File: config.mk
export PLATFORM = sky130hd
export DESIGN_NAME = timer_ctl1
export DESIGN_NICKNAME = d
export VERILOG_FILES = /design/src/common/timer_ctl1_pkg.sv /design/src/logic/timer_ctl1.sv /design/src/logic/idle_output_stage.sv
export VERILOG_INCLUDE_DIRS = /design/src /design/src/common
export SDC_FILE = /design/constraint.sdc
export NUM_CORES = 1
export LEC_CHECK = 0
export ABC_AREA = 1
export CORE_MARGIN = 5
export CORE_UTILIZATION = 35
export CTS_CLUSTER_DIAMETER = 80
export DETAILED_ROUTE_END_ITERATION = 8
export DONT_BUFFER_PORTS = 1
export PLACE_DENSITY = 0.58
export SYNTH_ARGS = -nofsm -noshare
export SYNTH_HDL_FRONTEND = slang
export SYNTH_SLANG_ARGS = --single-unit
export TNS_END_PERCENT = 10
File: constraint.sdc
create_clock -name sys_clk -period 2.22 [get_ports sys_clk]
set_clock_uncertainty 0.15 [all_clocks]
set_input_delay 0.222 -clock sys_clk [delete_from_list [all_inputs] [get_ports sys_clk]]
set_output_delay 0.222 -clock sys_clk [all_outputs]
set_load 0.05 [all_outputs]
File: src/common/timer_ctl1_map.svh
// Register offsets, field positions, reset values and timing counts for the control block
`ifndef TIMER_CTL1_MAP_SVH
`define TIMER_CTL1_MAP_SVH
`define CTL1_OFFSET 8'h04
`define CTL1_RESET 16'h0000
`define CTL1_WMASK 16'hFFFD
`define CHEN_OFFSET 8'h20
`define CHEN_RESET 16'h0000
`define CHEN_WMASK 16'h0FFF
`define STAT_OFFSET 8'h24
`define SWEV_OFFSET 8'h14
`define LOCK_OFFSET 8'h44
`define LOCK_RESET 2'h0
`define LOCK_OPEN 2'h0
`define BIT_COMMUTATION_SHADOW_ENABLE 0
`define BIT_COMMUTATION_UPDATE_SOURCE 2
`define BIT_DMA_SOURCE_SELECT 3
`define BIT_MMC_LO 4
`define BIT_MMC_HI 6
`define BIT_CH0_TRIGGER_INPUT_SELECT 7
`define BIT_IDLE_LO 8
`define BIT_IDLE_HI 15
`define BIT_UPG 0
`define BIT_COMMUTATION_GENERATE_BIT 5
`define DEADTIME_NS 200
`define CLK_PERIOD_NS 50
`define DEADTIME_CYC ((`DEADTIME_NS + `CLK_PERIOD_NS - 1) / `CLK_PERIOD_NS)
`endif

File: src/common/timer_ctl1_pkg.sv
// Types shared by the control block and its output stage
package timer_ctl1_pkg;
  typedef enum logic [2:0] {
    MM_RESET = 3'b000,
    MM_ENABLE = 3'b001,
    MM_UPDATE = 3'b010,
    MM_CMP_PULSE = 3'b011,
    MM_REF0 = 3'b100,
    MM_REF1 = 3'b101,
    MM_REF2 = 3'b110,
    MM_REF3 = 3'b111
  } master_mode_t;
  typedef enum logic [1:0] {
    OS_ACTIVE = 2'b00,
    OS_COMP_IDLE = 2'b01,
    OS_MAIN_IDLE = 2'b10
  } out_state_t;
endpackage

File: src/logic/timer_ctl1.sv
// Second control register of the timer: master trigger, idle levels, trigger input, DMA, commutation
//
// Contract
// RQ1 - Software uses only whole 32-bit word accesses to this register.
// RQ2 - Software writes reserved upper bits 31:16 as zero.
// RQ3 - Bit 8 gives channel 0 main output level while primary output is disabled.
// RQ4 - Bit 9 gives channel 0 complementary output level while primary output is disabled.
// RQ5 - Main output goes idle only after dead time when a complementary output exists.
// RQ6 - Idle-level bits change only when lock level is 00; otherwise writes ignored.
// RQ7 - Bits 10..15 give idle levels of channels 1..3, even main, odd complementary.
// RQ8 - Bit 7 picks channel 0 trigger: pin 0, or XOR of pins 0,1,2.
// RQ9 - Mode 000 pulses master trigger on counter reset from master or update-generate.
// RQ10 - Mode 001 pulses master trigger on counter start or trigger high in pause.
// RQ11 - Mode 010 pulses master trigger on every counted update event.
// RQ12 - Mode 011 pulses master trigger on channel 0 capture/compare pulse.
// RQ13 - Modes 100..111 make master trigger follow compare references of channels 0..3; the code gives a one-cycle pulse on each rising edge instead.
// RQ14 - Bit 3 picks channel DMA request source: capture/compare or update event.
// RQ15 - Bit 0 shadows enables and compare control until the next commutation event.
// RQ16 - Bit 2 adds trigger rising edge to commutation-generate as shadow load source.
// RQ17 - Channels without complementary output ignore commutation shadow enable and source.
// RQ18 - Update-disable suppresses update events; update-generate still reinitialises counter.
// RQ19 - Each master trigger event is a single clock pulse.
// RQ20 - All register fields reset to zero.
//
// Added by the designer: the strobed register port.
`include "timer_ctl1_map.svh"
module timer_ctl1 #(
  parameter int NUM_CH = 4,
  parameter logic [3:0] HAS_COMP = 4'h7,
  parameter int DEAD_CYC = `DEADTIME_CYC
) (
  // Clock and reset
  input wire logic sys_clk,
  input wire logic sys_rst,
  // Register port
  input wire logic [7:0] reg_addr,
  input wire logic [31:0] reg_wdata,
  input wire logic reg_wr,
  input wire logic reg_rd,
  output logic [31:0] reg_rdata,
  // Counter events from the timer core
  input wire logic master_reset_event,
  input wire logic counter_run_bit,
  input wire logic pause_trigger_high,
  input wire logic overflow_event,
  input wire logic restart_event,
  input wire logic update_disable_bit,
  input wire logic update_source_bit,
  input wire logic [3:0] cc_event,
  input wire logic [3:0] compare_reference,
  input wire logic slave_trigger_input,
  input wire logic primary_output_enable,
  // Channel pins and active drive
  input wire logic [2:0] ch_pin,
  input wire logic [3:0] main_active,
  input wire logic [3:0] comp_active,
  // Outputs
  output logic master_trigger_output,
  output logic counter_init,
  output logic ch0_trigger_input,
  output logic [3:0] dma_request,
  output logic [3:0] channel_output_enable,
  output logic [3:0] comp_output_enable,
  output logic [3:0] output_compare_control,
  output logic [3:0] main_out,
  output logic [3:0] comp_out
);
  import timer_ctl1_pkg::*;

  // ----------------------------------------------------------------
  // State
  // ----------------------------------------------------------------
  logic [15:0] ctl1_q, ctl1_d;
  logic [11:0] chen_q, chen_d;
  logic [11:0] live_q, live_d;
  logic [1:0] lock_q, lock_d;
  logic [31:0] rdata_q, rdata_d;
  logic [2:0] pin_s1_q, pin_s2_q;
  logic trg_s1_q, trg_s2_q, trg_prev_q;
  logic trig_q, trig_d, init_q, init_d, cnt_run_prev_q, ref_prev_q, ref_prev_d;
  logic tin_q, tin_d;
  logic [3:0] dma_q, dma_d;
  logic update_generate_bit, commutation_generate_bit, upd_evt, start_evt, cmt_evt, ref_sel;
  master_mode_t mode;

  // Write merge under a mask, shared by the control and channel enable registers
  function automatic logic [15:0] merge(input logic [15:0] old, input logic [15:0] wd,
                                        input logic [15:0] msk);
    merge = (old & ~msk) | (wd & msk);
  endfunction

  // ----------------------------------------------------------------
  // Event decode
  // ----------------------------------------------------------------
  assign update_generate_bit = reg_wr && reg_addr == `SWEV_OFFSET && reg_wdata[`BIT_UPG];
  assign commutation_generate_bit = reg_wr && reg_addr == `SWEV_OFFSET && reg_wdata[`BIT_COMMUTATION_GENERATE_BIT];
  // Suppressed entirely by update-disable; source bit drops update-generate and restart, leaving only overflow
  assign upd_evt = !update_disable_bit && (overflow_event ||
                   (!update_source_bit && (update_generate_bit || restart_event))); // RQ18
  assign start_evt = (counter_run_bit && !cnt_run_prev_q) || pause_trigger_high;
  assign cmt_evt = commutation_generate_bit || (ctl1_q[`BIT_COMMUTATION_UPDATE_SOURCE] && trg_s2_q && !trg_prev_q); // RQ16
  assign mode = master_mode_t'(ctl1_q[`BIT_MMC_HI:`BIT_MMC_LO]);
  assign ref_sel = compare_reference[ctl1_q[5:4]];

  // ----------------------------------------------------------------
  // Register port and trigger logic, next values
  // ----------------------------------------------------------------
  always_comb begin
    ctl1_d = ctl1_q;
    chen_d = chen_q;
    lock_d = lock_q;
    rdata_d = 32'h00000000;
    live_d = live_q;
    trig_d = 1'b0;
    init_d = update_generate_bit || restart_event || master_reset_event; // RQ18
    ref_prev_d = ref_sel;
    if (reg_wr) begin
      if (reg_addr == `CTL1_OFFSET) begin
        // Idle levels stay frozen while configuration lock is raised
        if (lock_q == `LOCK_OPEN) begin
          ctl1_d = merge(ctl1_q, reg_wdata[15:0], `CTL1_WMASK); // RQ6
        end else begin
          ctl1_d = merge(ctl1_q, reg_wdata[15:0], `CTL1_WMASK & 16'h00FF); // RQ6
        end
      end else if (reg_addr == `CHEN_OFFSET) begin
        chen_d = 12'(merge({4'h0, chen_q}, reg_wdata[15:0], `CHEN_WMASK));
      end else if (reg_addr == `LOCK_OFFSET) begin
        lock_d = reg_wdata[1:0];
      end
    end
    if (reg_rd) begin
      if (reg_addr == `CTL1_OFFSET) begin
        rdata_d = {16'h0000, ctl1_q};
      end else if (reg_addr == `CHEN_OFFSET) begin
        rdata_d = {20'h00000, chen_q};
      end else if (reg_addr == `LOCK_OFFSET) begin
        rdata_d = {30'h00000000, lock_q};
      end else if (reg_addr == `STAT_OFFSET) begin
        rdata_d = {16'h0000, main_out, comp_out, 4'h0, 3'h0, trig_q};
      end else begin
        rdata_d = 32'h00000000;
      end
    end
    // Per channel: shadowed only with comp output and shadowing on
    for (int i = 0; i < NUM_CH; i++) begin
      if (!(HAS_COMP[i] && ctl1_q[`BIT_COMMUTATION_SHADOW_ENABLE]) || cmt_evt) begin // RQ15 RQ17
        live_d[3*i +: 3] = chen_q[3*i +: 3];
      end
    end
    // Master trigger selection
    case (mode)
      MM_RESET: trig_d = update_generate_bit || master_reset_event; // RQ9
      MM_ENABLE: trig_d = start_evt; // RQ10
      MM_UPDATE: trig_d = upd_evt; // RQ11
      MM_CMP_PULSE: trig_d = cc_event[0]; // RQ12
      default: trig_d = ref_sel && !ref_prev_q; // RQ13 RQ19
    endcase
  end

  // Channel 0 trigger input and DMA source
  always_comb begin
    tin_d = ctl1_q[`BIT_CH0_TRIGGER_INPUT_SELECT] ? ^pin_s2_q : pin_s2_q[0]; // RQ8
    dma_d = ctl1_q[`BIT_DMA_SOURCE_SELECT] ? {4{upd_evt}} : cc_event; // RQ14
  end

  // ----------------------------------------------------------------
  // Registers
  // ----------------------------------------------------------------
  always_ff @(posedge sys_clk) begin
    if (sys_rst) begin
      ctl1_q <= `CTL1_RESET; // RQ20
      chen_q <= 12'h000;
      live_q <= 12'h000;
      lock_q <= `LOCK_RESET;
      rdata_q <= 32'h00000000;
      pin_s1_q <= 3'h0;
      pin_s2_q <= 3'h0;
      trg_s1_q <= 1'b0;
      trg_s2_q <= 1'b0;
      trg_prev_q <= 1'b0;
      trig_q <= 1'b0;
      init_q <= 1'b0;
      cnt_run_prev_q <= 1'b0;
      ref_prev_q <= 1'b0;
      tin_q <= 1'b0;
      dma_q <= 4'h0;
    end else begin
      ctl1_q <= ctl1_d;
      chen_q <= chen_d;
      live_q <= live_d;
      lock_q <= lock_d;
      rdata_q <= rdata_d;
      pin_s1_q <= ch_pin;
      pin_s2_q <= pin_s1_q;
      trg_s1_q <= slave_trigger_input;
      trg_s2_q <= trg_s1_q;
      trg_prev_q <= trg_s2_q;
      trig_q <= trig_d;
      init_q <= init_d;
      cnt_run_prev_q <= counter_run_bit;
      ref_prev_q <= ref_prev_d;
      tin_q <= tin_d;
      dma_q <= dma_d;
    end
  end

  // ----------------------------------------------------------------
  // Output stages, one per channel
  // ----------------------------------------------------------------
  for (genvar g = 0; g < NUM_CH; g++) begin : g_out
    idle_output_stage #(
      .DEAD_CYC(DEAD_CYC)
    ) u_stage (
      .sys_clk(sys_clk),
      .sys_rst(sys_rst),
      .primary_output_enable(primary_output_enable),
      .has_comp(HAS_COMP[g]),
      .main_idle_level(ctl1_q[`BIT_IDLE_LO + 2*g]), // RQ7
      .comp_idle_level(ctl1_q[`BIT_IDLE_LO + 2*g + 1]), // RQ7
      .main_active(main_active[g]),
      .comp_active(comp_active[g]),
      .main_out(main_out[g]),
      .comp_out(comp_out[g])
    );
  end

  // Output wiring
  assign reg_rdata = rdata_q;
  assign master_trigger_output = trig_q;
  assign counter_init = init_q;
  assign ch0_trigger_input = tin_q;
  assign dma_request = dma_q;
  for (genvar c = 0; c < 4; c++) begin : g_en
    assign channel_output_enable[c] = live_q[3*c];
    assign comp_output_enable[c] = live_q[3*c + 1];
    assign output_compare_control[c] = live_q[3*c + 2];
  end
endmodule

File: src/logic/idle_output_stage.sv
// One channel output pair that falls to its idle levels, complementary first when the channel has one
`include "timer_ctl1_map.svh"
module idle_output_stage #(
  parameter int DEAD_CYC = `DEADTIME_CYC
) (
  // Clock and reset
  input wire logic sys_clk,
  input wire logic sys_rst,
  // Control
  input wire logic primary_output_enable,
  input wire logic has_comp,
  input wire logic main_idle_level,
  input wire logic comp_idle_level,
  // Active drive from compare logic
  input wire logic main_active,
  input wire logic comp_active,
  // Pins
  output logic main_out,
  output logic comp_out
);
  import timer_ctl1_pkg::*;
  out_state_t state_q, state_d;
  logic [7:0] cnt_q, cnt_d;
  logic main_out_q, main_out_d, comp_out_q, comp_out_d;

  // Next state; with a complementary output, the main output waits out the dead time, holding its last level
  always_comb begin
    state_d = state_q;
    cnt_d = cnt_q;
    main_out_d = main_active;
    comp_out_d = has_comp ? comp_active : 1'b0;
    case (state_q)
      OS_ACTIVE: begin
        if (!primary_output_enable) begin
          comp_out_d = has_comp ? comp_idle_level : 1'b0; // RQ4
          main_out_d = main_out_q;
          cnt_d = 8'(DEAD_CYC);
          state_d = has_comp ? OS_COMP_IDLE : OS_MAIN_IDLE; // RQ5
          if (!has_comp) begin
            main_out_d = main_idle_level; // RQ3
          end
        end
      end
      OS_COMP_IDLE: begin
        comp_out_d = comp_idle_level; // RQ4
        main_out_d = main_out_q;
        if (primary_output_enable) begin
          state_d = OS_ACTIVE;
        end else if (cnt_q <= 8'h01) begin
          main_out_d = main_idle_level; // RQ5
          state_d = OS_MAIN_IDLE;
        end else begin
          cnt_d = cnt_q - 8'h01;
        end
      end
      OS_MAIN_IDLE: begin
        main_out_d = main_idle_level; // RQ3
        comp_out_d = has_comp ? comp_idle_level : 1'b0;
        if (primary_output_enable) begin
          state_d = OS_ACTIVE;
        end
      end
      default: state_d = OS_ACTIVE;
    endcase
  end

  // Registers
  always_ff @(posedge sys_clk) begin
    if (sys_rst) begin
      state_q <= OS_ACTIVE;
      cnt_q <= 8'h00;
      main_out_q <= 1'b0;
      comp_out_q <= 1'b0;
    end else begin
      state_q <= state_d;
      cnt_q <= cnt_d;
      main_out_q <= main_out_d;
      comp_out_q <= comp_out_d;
    end
  end

  assign main_out = main_out_q;
  assign comp_out = comp_out_q;
endmodule

==> impl_metrics.tcl, run 1 <==
set metrics [dict create \
    relSlewSlack_pct 30.8 \
    gp_congestion 0.812 \
    fin_crit_sh_pct 90.5 \
    grt.total_usage_pct 15.6 \
    cp.arrival_ns 2.16 \
    htree_levels 4 \
    criticalPathCategory "flop to flop" \
    pwr_density_cell_nw_per_um2 1180 \
    grtUsageMet3_pct 5.45 \
    rows 44 \
    initial_core_util_pct 35.4 \
    sw_frac_of_total_pct 34.3 \
    io_pins 131 \
    slowest_stage "dfxtp_1" \
    use_met2_pct 26.5 \
    final-hold-violation-count 0 \
    cts-root-buf "clkbuf_16" \
    grt_max_degree 47 \
    grt_pass1_vias 4231 \
    syn_inst 662 \
    cts_setup_buffers 0 \
    crit_chain "inv_1, ha_1, nor2_1, nor3_1, nand2_1, nand2_1, nand2_2, nand2_1, nor2_2, xor2_1, nor2_1" \
    cts_resized 0 \
    worst_slew_pin_slew_ns 1.04 \
    synth_warnings 0 \
    cp_common_cell "nand2_1" \
    grt_pass1_wl_mm 20.8 \
    die_y_um 130 \
    synthTopCellsByArea "dfxtp_1 (45%), a21oi_1 (7.6%), nand2_1 (7.2%), inv_1 (6.4%), nor2_1 (5.2%)" \
    hp-class "input pin to flop" \
    syn_avg_cell_area_um2 7.68 \
    dp.cells 826 \
    leakage_nw 2.59 \
    place_hpwl_mm 9.17 \
    vias 4320 \
    period_needed_ns 2.01 \
    synth_ff_type "dfxtp_1" \
    clk_latency_ns 0.41 \
    die_x_um 130 \
    p_seq_share_pct 34.6 \
    cts_inserted_buffers 17 \
    cts.sinks 113 \
    max_stage_delay_ns 0.35 \
    grt-ovfl-total 0 \
    multiInputGateArea_um2 2250 \
    synth_top_cell_area_share_pct 44.5 \
    core_area_um2 14400 \
    p_sw_w 0.00253 \
    area_delta_synth_final_pct 23.3 \
    met1_usage_pct 17.9 \
    drc 0 \
    ff_latch_area_um2 2260 \
    final_antenna_net_count 0 \
    rsz0062_at_grt "false" \
    p_comb_share_pct 27.8 \
    cp_top_family "simple AND/OR/NAND/NOR gates" \
    async_flop_share_pct 0 \
    maxCapViolations 0 \
    drtIter0Drc 289 \
    max_freq_ghz 0.498 \
    design.die.area_um2 17000 \
    wirelength_mm 13.1 \
    p_int_w 0.00483 \
    netlist_area_um2 5080 \
    tritoncts "yes" \
    clk_path_buf_depth 2 \
    fillers 1422 \
    crit_path_start_kind "flop" \
    antenna_found_initial 3 \
    pwr-share-clk_pct 37.6 \
    portBuffers 0 \
    fin_nets 801 \
    crit_buf_inv 1 \
    report.final.slew_viol_count 0 \
    drt_first_pass_iters 4 \
    drive_gt1_share_pct 9.53 \
    avgRoutedWirePerCell_um 14.4 \
    cp.required_ns 2.37 \
    ys_seq_area_share_pct 44.5 \
    synth-edff-count 0 \
    yosysUniqueCellTypes 43 \
    yosys_register_bits 113 \
    fin_tns_setup_ns 0 \
    setup_violations 0 \
    status "complete, no violations" \
    path_max_fanout 8 \
    worstSetupEndpointType "flop" \
    top_usage_layer "met2" \
    ir_worst_vdd_uv 571 \
    synth_largest_area_cell "dfxtp_1" \
    viasPerCell 4.74 \
    clkTransAtPathRegs_ns 0.05 \
    finalNonFillerCells 911 \
]
[power groups by stage]
stage | combinational, W | sequential (W) | clock, W
global placement | 0.00185 | 0.00257 | 0
global route | 0.00234 | 0.00258 | 0.00291
detailed placement | 0.00192 | 0.00259 | 0
CTS | 0.00204 | 0.00255 | 0.00282
floorplan | 0.00170 | 0.00250 | 0
finish | 0.00205 | 0.00255 | 0.00277
[worst reg2reg max path: cells and delay by family (launching register included)]
family                     cells  cell delay (ns)
DFF                            1             0.35
adders and majority gates      1             0.25
xor gates and xnor gates       1             0.17
and+or+nand+nor                8             0.89
buffers and inverters          1             0.09
[kinds of logic (layout without fill, tap and decap cells)]
family          count (synthesis)  count (layout)  synth area share (%)
mux                             1               1                 0.222
other cells                     1              20                0.0738
fa+ha+maj                      18              18                  4.43
simple gates                  234             234                  20.6
buf+inv                       136             182                  12.4
xor+xnor                       10              10                  1.72
flops                         113             113                  44.5
compound gates                149             149                  16.1
[through the flow]
stage	hold WS [ns]	power (W)	cell area, um^2	util (%)	setup slack (ns)
6_report	0.0174	0.00736	6260	43.6	0.210
5_1_grt	0.0310	0.00783	6260	43.6	0.0394
4_1_cts	0.00114	0.00741	6260	43.5	0.248
3_5_place_dp	0.151	0.00451	5140	35.8	0.260
3_3_place_gp	0.147	0.00442	5140	35.8	0.325
2_1_floorplan	0.179	0.00419	5140	-	0.497
[worst paths after layout]
path	slack (ns)	cells past startpoint	to	from
worst max-delay path	0.21	11	g_out[2].u_stage.cnt_q[5]	g_out[2].u_stage.cnt_q[0]
worst max register to register	0.21	11	g_out[2].u_stage.cnt_q[5]	g_out[2].u_stage.cnt_q[0]
worst min-delay path	0.02	3	g_out[2].u_stage.state_q[0]	primary_output_enable
worst min register to register	0.25	2	pin_s2_q[0]	pin_s1_q[0]
[state kept, by name, summed over array words and instances, names as in the netlist, 4 cells and up]
register and flops:
ctl1_q 15, g_out.u_stage.main_out 4, chen_q 12, live_q 12, g_out.u_stage.cnt_q 24, g_out.u_stage.state_q 7
dma_request 4, reg_rdata 16
[layout by cell type (no fill, tap or decap), types with 6 or more instances in the layout]
| master | instances |
|---|---|
| dlygate4sd3_1 | 49 |
| nand4_1 | 9 |
| nor2_1 | 71 |
| nand2_1 | 97 |
| nand3_1 | 29 |
| dfxtp_1 | 113 |
| a21oi_1 | 77 |
| ha_1 | 18 |
| inv_1 | 87 |
| o21ai_1 | 6 |
| o21ai_0 | 48 |
| xor2_1 | 7 |
| conb_1 | 17 |
| clkbuf_16 | 17 |
[cell type report]
class                      instances  area share, %
sequential                       113           36.1
multi-input combinational        429           35.9
antenna                            3          0.120
timing repair buffer              55           8.75
clock inverter                    13           2.58
inverter                          95           5.77
tap                              184           3.67
clock buffer                      19           7.07
[cell usage after synthesis (all sizes together), types with 2 or more instances]
master / instances
a21oi: 77
xor2: 7
nor3: 6
dfxtp: 113
inv: 93
clkinv: 2
a211oi: 6
nand2: 104
o211ai: 2
nand4: 9
buf: 30
xnor2: 3
o22ai: 4
o21ai: 54
clkbuf: 11
or2: 4
nand3: 32
ha: 18
nor2: 76
nand3b: 2
[layer usage]
| layer | part of all wire (%) | vias up |
|---|---|---|
| li1 | - | 2202 |
| met1 | 42 | 1972 |
| met2 | 49 | 127 |
| met3 | 7.6 | 19 |
| met4 | 1.8 | 0 |
| met5 | 0 | - |
[what timing repair did]
item / in CTS / in global routing
hold buffers: 50 / 0
endpoints found under the hold margin: 75 / 0
setup endpoints to repair: 0 / 0
Power figures use the tool's default switching activity.
==> run 2, diff against run 1 <==
--- a/config.mk
+++ b/config.mk
@@ -12,6 +12,7 @@
 export CTS_CLUSTER_DIAMETER = 80
 export DETAILED_ROUTE_END_ITERATION = 8
 export DONT_BUFFER_PORTS = 1
+export MAX_ROUTING_LAYER = met4
 export PLACE_DENSITY = 0.58
 export SYNTH_ARGS = -nofsm -noshare
 export SYNTH_HDL_FRONTEND = slang
==> run 2 against run 1 <==
  * Core utilization unchanged
  * Design area unchanged
  * Count of clock-buffer cells in the layout unchanged
  * First-iteration DRC count up 2.4%
  * Worst hold slack worse by 0.0039 ns
  * Routed wire length up 0.59%
  * Critical path depth unchanged
  * Maximum frequency up 0.14%
  * Critical endpoint unchanged
  * Largest cell class unchanged
==> impl_metrics.tcl, run 2 (same netlist as run 1, synthesis figures left out) <==
set metrics [dict create \
    status "complete, no violations" \
    criticalPathCategory "flop to flop" \
    path_max_fanout 8 \
    cts.sinks 113 \
    antenna_found_initial 3 \
    crit_chain "inv_1, ha_1, nor2_1, nor3_1, nand2_1, nand2_1, nand2_2, nand2_1, nor2_2, xor2_1, nor2_1" \
    portBuffers 0 \
    grt-ovfl-total 0 \
    fin_tns_setup_ns 0 \
    initial_core_util_pct 35.4 \
    design.die.area_um2 17000 \
    leakage_nw 2.59 \
    worst_slew_pin_slew_ns 1.03 \
    fillers 1422 \
    grt_max_degree 47 \
    clkTransAtPathRegs_ns 0.05 \
    largest_reg_flops 24 \
    setup_slack_ns 0.213 \
    crit_path_start_kind "flop" \
    report.final.slew_viol_count 0 \
    fin_nets 801 \
    area_delta_synth_final_pct 23.3 \
    drtIter0Drc 296 \
    final_antenna_net_count 0 \
    cts-root-buf "clkbuf_16" \
    final-hold-violation-count 0 \
    totalPowerFinal_w 0.00737 \
    drt_first_pass_iters 4 \
    relSlewSlack_pct 30.9 \
    post-place-ws_ns 0.260 \
    fin_crit_sh_pct 90.4 \
    holdWs_ns 0.0135 \
    multiInputGateArea_um2 2250 \
    grt.total_usage_pct 16.1 \
    avgRoutedWirePerCell_um 14.5 \
    drc 0 \
    setup_violations 0 \
    cts_resized 0 \
    max_flop_register "g_out.u_stage.cnt_q" \
    max_freq_ghz 0.498 \
    htree_levels 4 \
    max_stage_delay_ns 0.35 \
    rsz0062_at_grt "false" \
    gp_congestion 0.824 \
    grt_pass1_vias 4231 \
    clk_path_buf_depth 2 \
    worstSetupEndpointType "flop" \
    clk_latency_ns 0.42 \
    drive_gt1_share_pct 9.53 \
    tritoncts "yes" \
    ir_worst_vdd_uv 578 \
    io_pins 131 \
    cp.required_ns 2.38 \
    core_area_um2 14400 \
    ff_latch_area_um2 2260 \
    vias 4326 \
    slowest_stage "dfxtp_1" \
    die_y_um 130 \
    cts_inserted_buffers 17 \
    pwr_density_cell_nw_per_um2 1180 \
    place_hpwl_mm 9.17 \
    cp_common_cell "nand2_1" \
    maxCapViolations 0 \
    final_cell_mix "dfxtp_1 (113), nand2_1 (97), inv_1 (87)" \
    cp.arrival_ns 2.16 \
    viasPerCell 4.75 \
    layout_commonest_cell "dfxtp_1" \
    grt_pass1_wl_mm 20.8 \
    rows 44 \
    hp-class "input pin to flop" \
    die_x_um 130 \
    period_needed_ns 2.01 \
    wirelength_mm 13.2 \
]
==> run 2: area by class of cell <==
cell class,count,share of cell area (%)
timing repair buffer,55,8.75
inverter,95,5.77
antenna,3,0.120
tap,184,3.67
multi-input combinational,429,35.9
sequential,113,36.1
clock buffer,19,7.07
clock inverter,13,2.58
==> run 2: layer usage <==
layer / wire length [um] / track usage (%) / vias up
met2: 6450 / 26.5 / 129
li1: - / - / 2200
met3: 1050 / 5.45 / 22
met4: 220 / 6.59 / 0
met1: 5480 / 17.9 / 1975
met5: 0 / - / -
==> run 2: worst paths after layout <==
check / cells after the start / from / end / slack (ns)
worst min-delay path: 3 / primary_output_enable / g_out[2].u_stage.state_q[0] / 0.01
worst min register to register: 2 / pin_s1_q[0] / pin_s2_q[0] / 0.25
worst max register to register: 11 / g_out[2].u_stage.cnt_q[0] / g_out[2].u_stage.cnt_q[5] / 0.21
worst max-delay path: 11 / g_out[2].u_stage.cnt_q[0] / g_out[2].u_stage.cnt_q[5] / 0.21
==> run 2: what timing repair did <==
| item | CTS | global route |
|---|---|---|
| hold endpoints to repair | 75 | 0 |
| hold buffers | 50 | 0 |
| setup buffers | 0 | 0 |
==> run 2: worst max-delay path, delay by kind of cell (launching register included) <==
family                     cells  cell delay (ns)
buffers and inverters          1             0.09
DFF                            1             0.35
xor gates and xnor gates       1             0.17
and+or+nand+nor                8             0.88
adders and majority gates      1             0.25
==> run 2: through the flow <==
step,std cells,area [um^2],utilization (%)
final,911,6260,43.6
after global routing,911,6260,43.6
after CTS,908,6260,43.5
after detailed placement,826,5140,35.8
after global placement,826,5140,35.8
after floorplan,678,5140,-
==> run 2: power breakdown <==
| part | leakage, nW | total, W | internal [W] | switching, W |
|---|---|---|---|---|
| clock | 0.285 | 0.00277 | 0.00179 | 0.000982 |
| sequential | 0.920 | 0.00255 | 0.00228 | 0.000263 |
| combinational | 1.39 | 0.00205 | 0.000759 | 0.00129 |
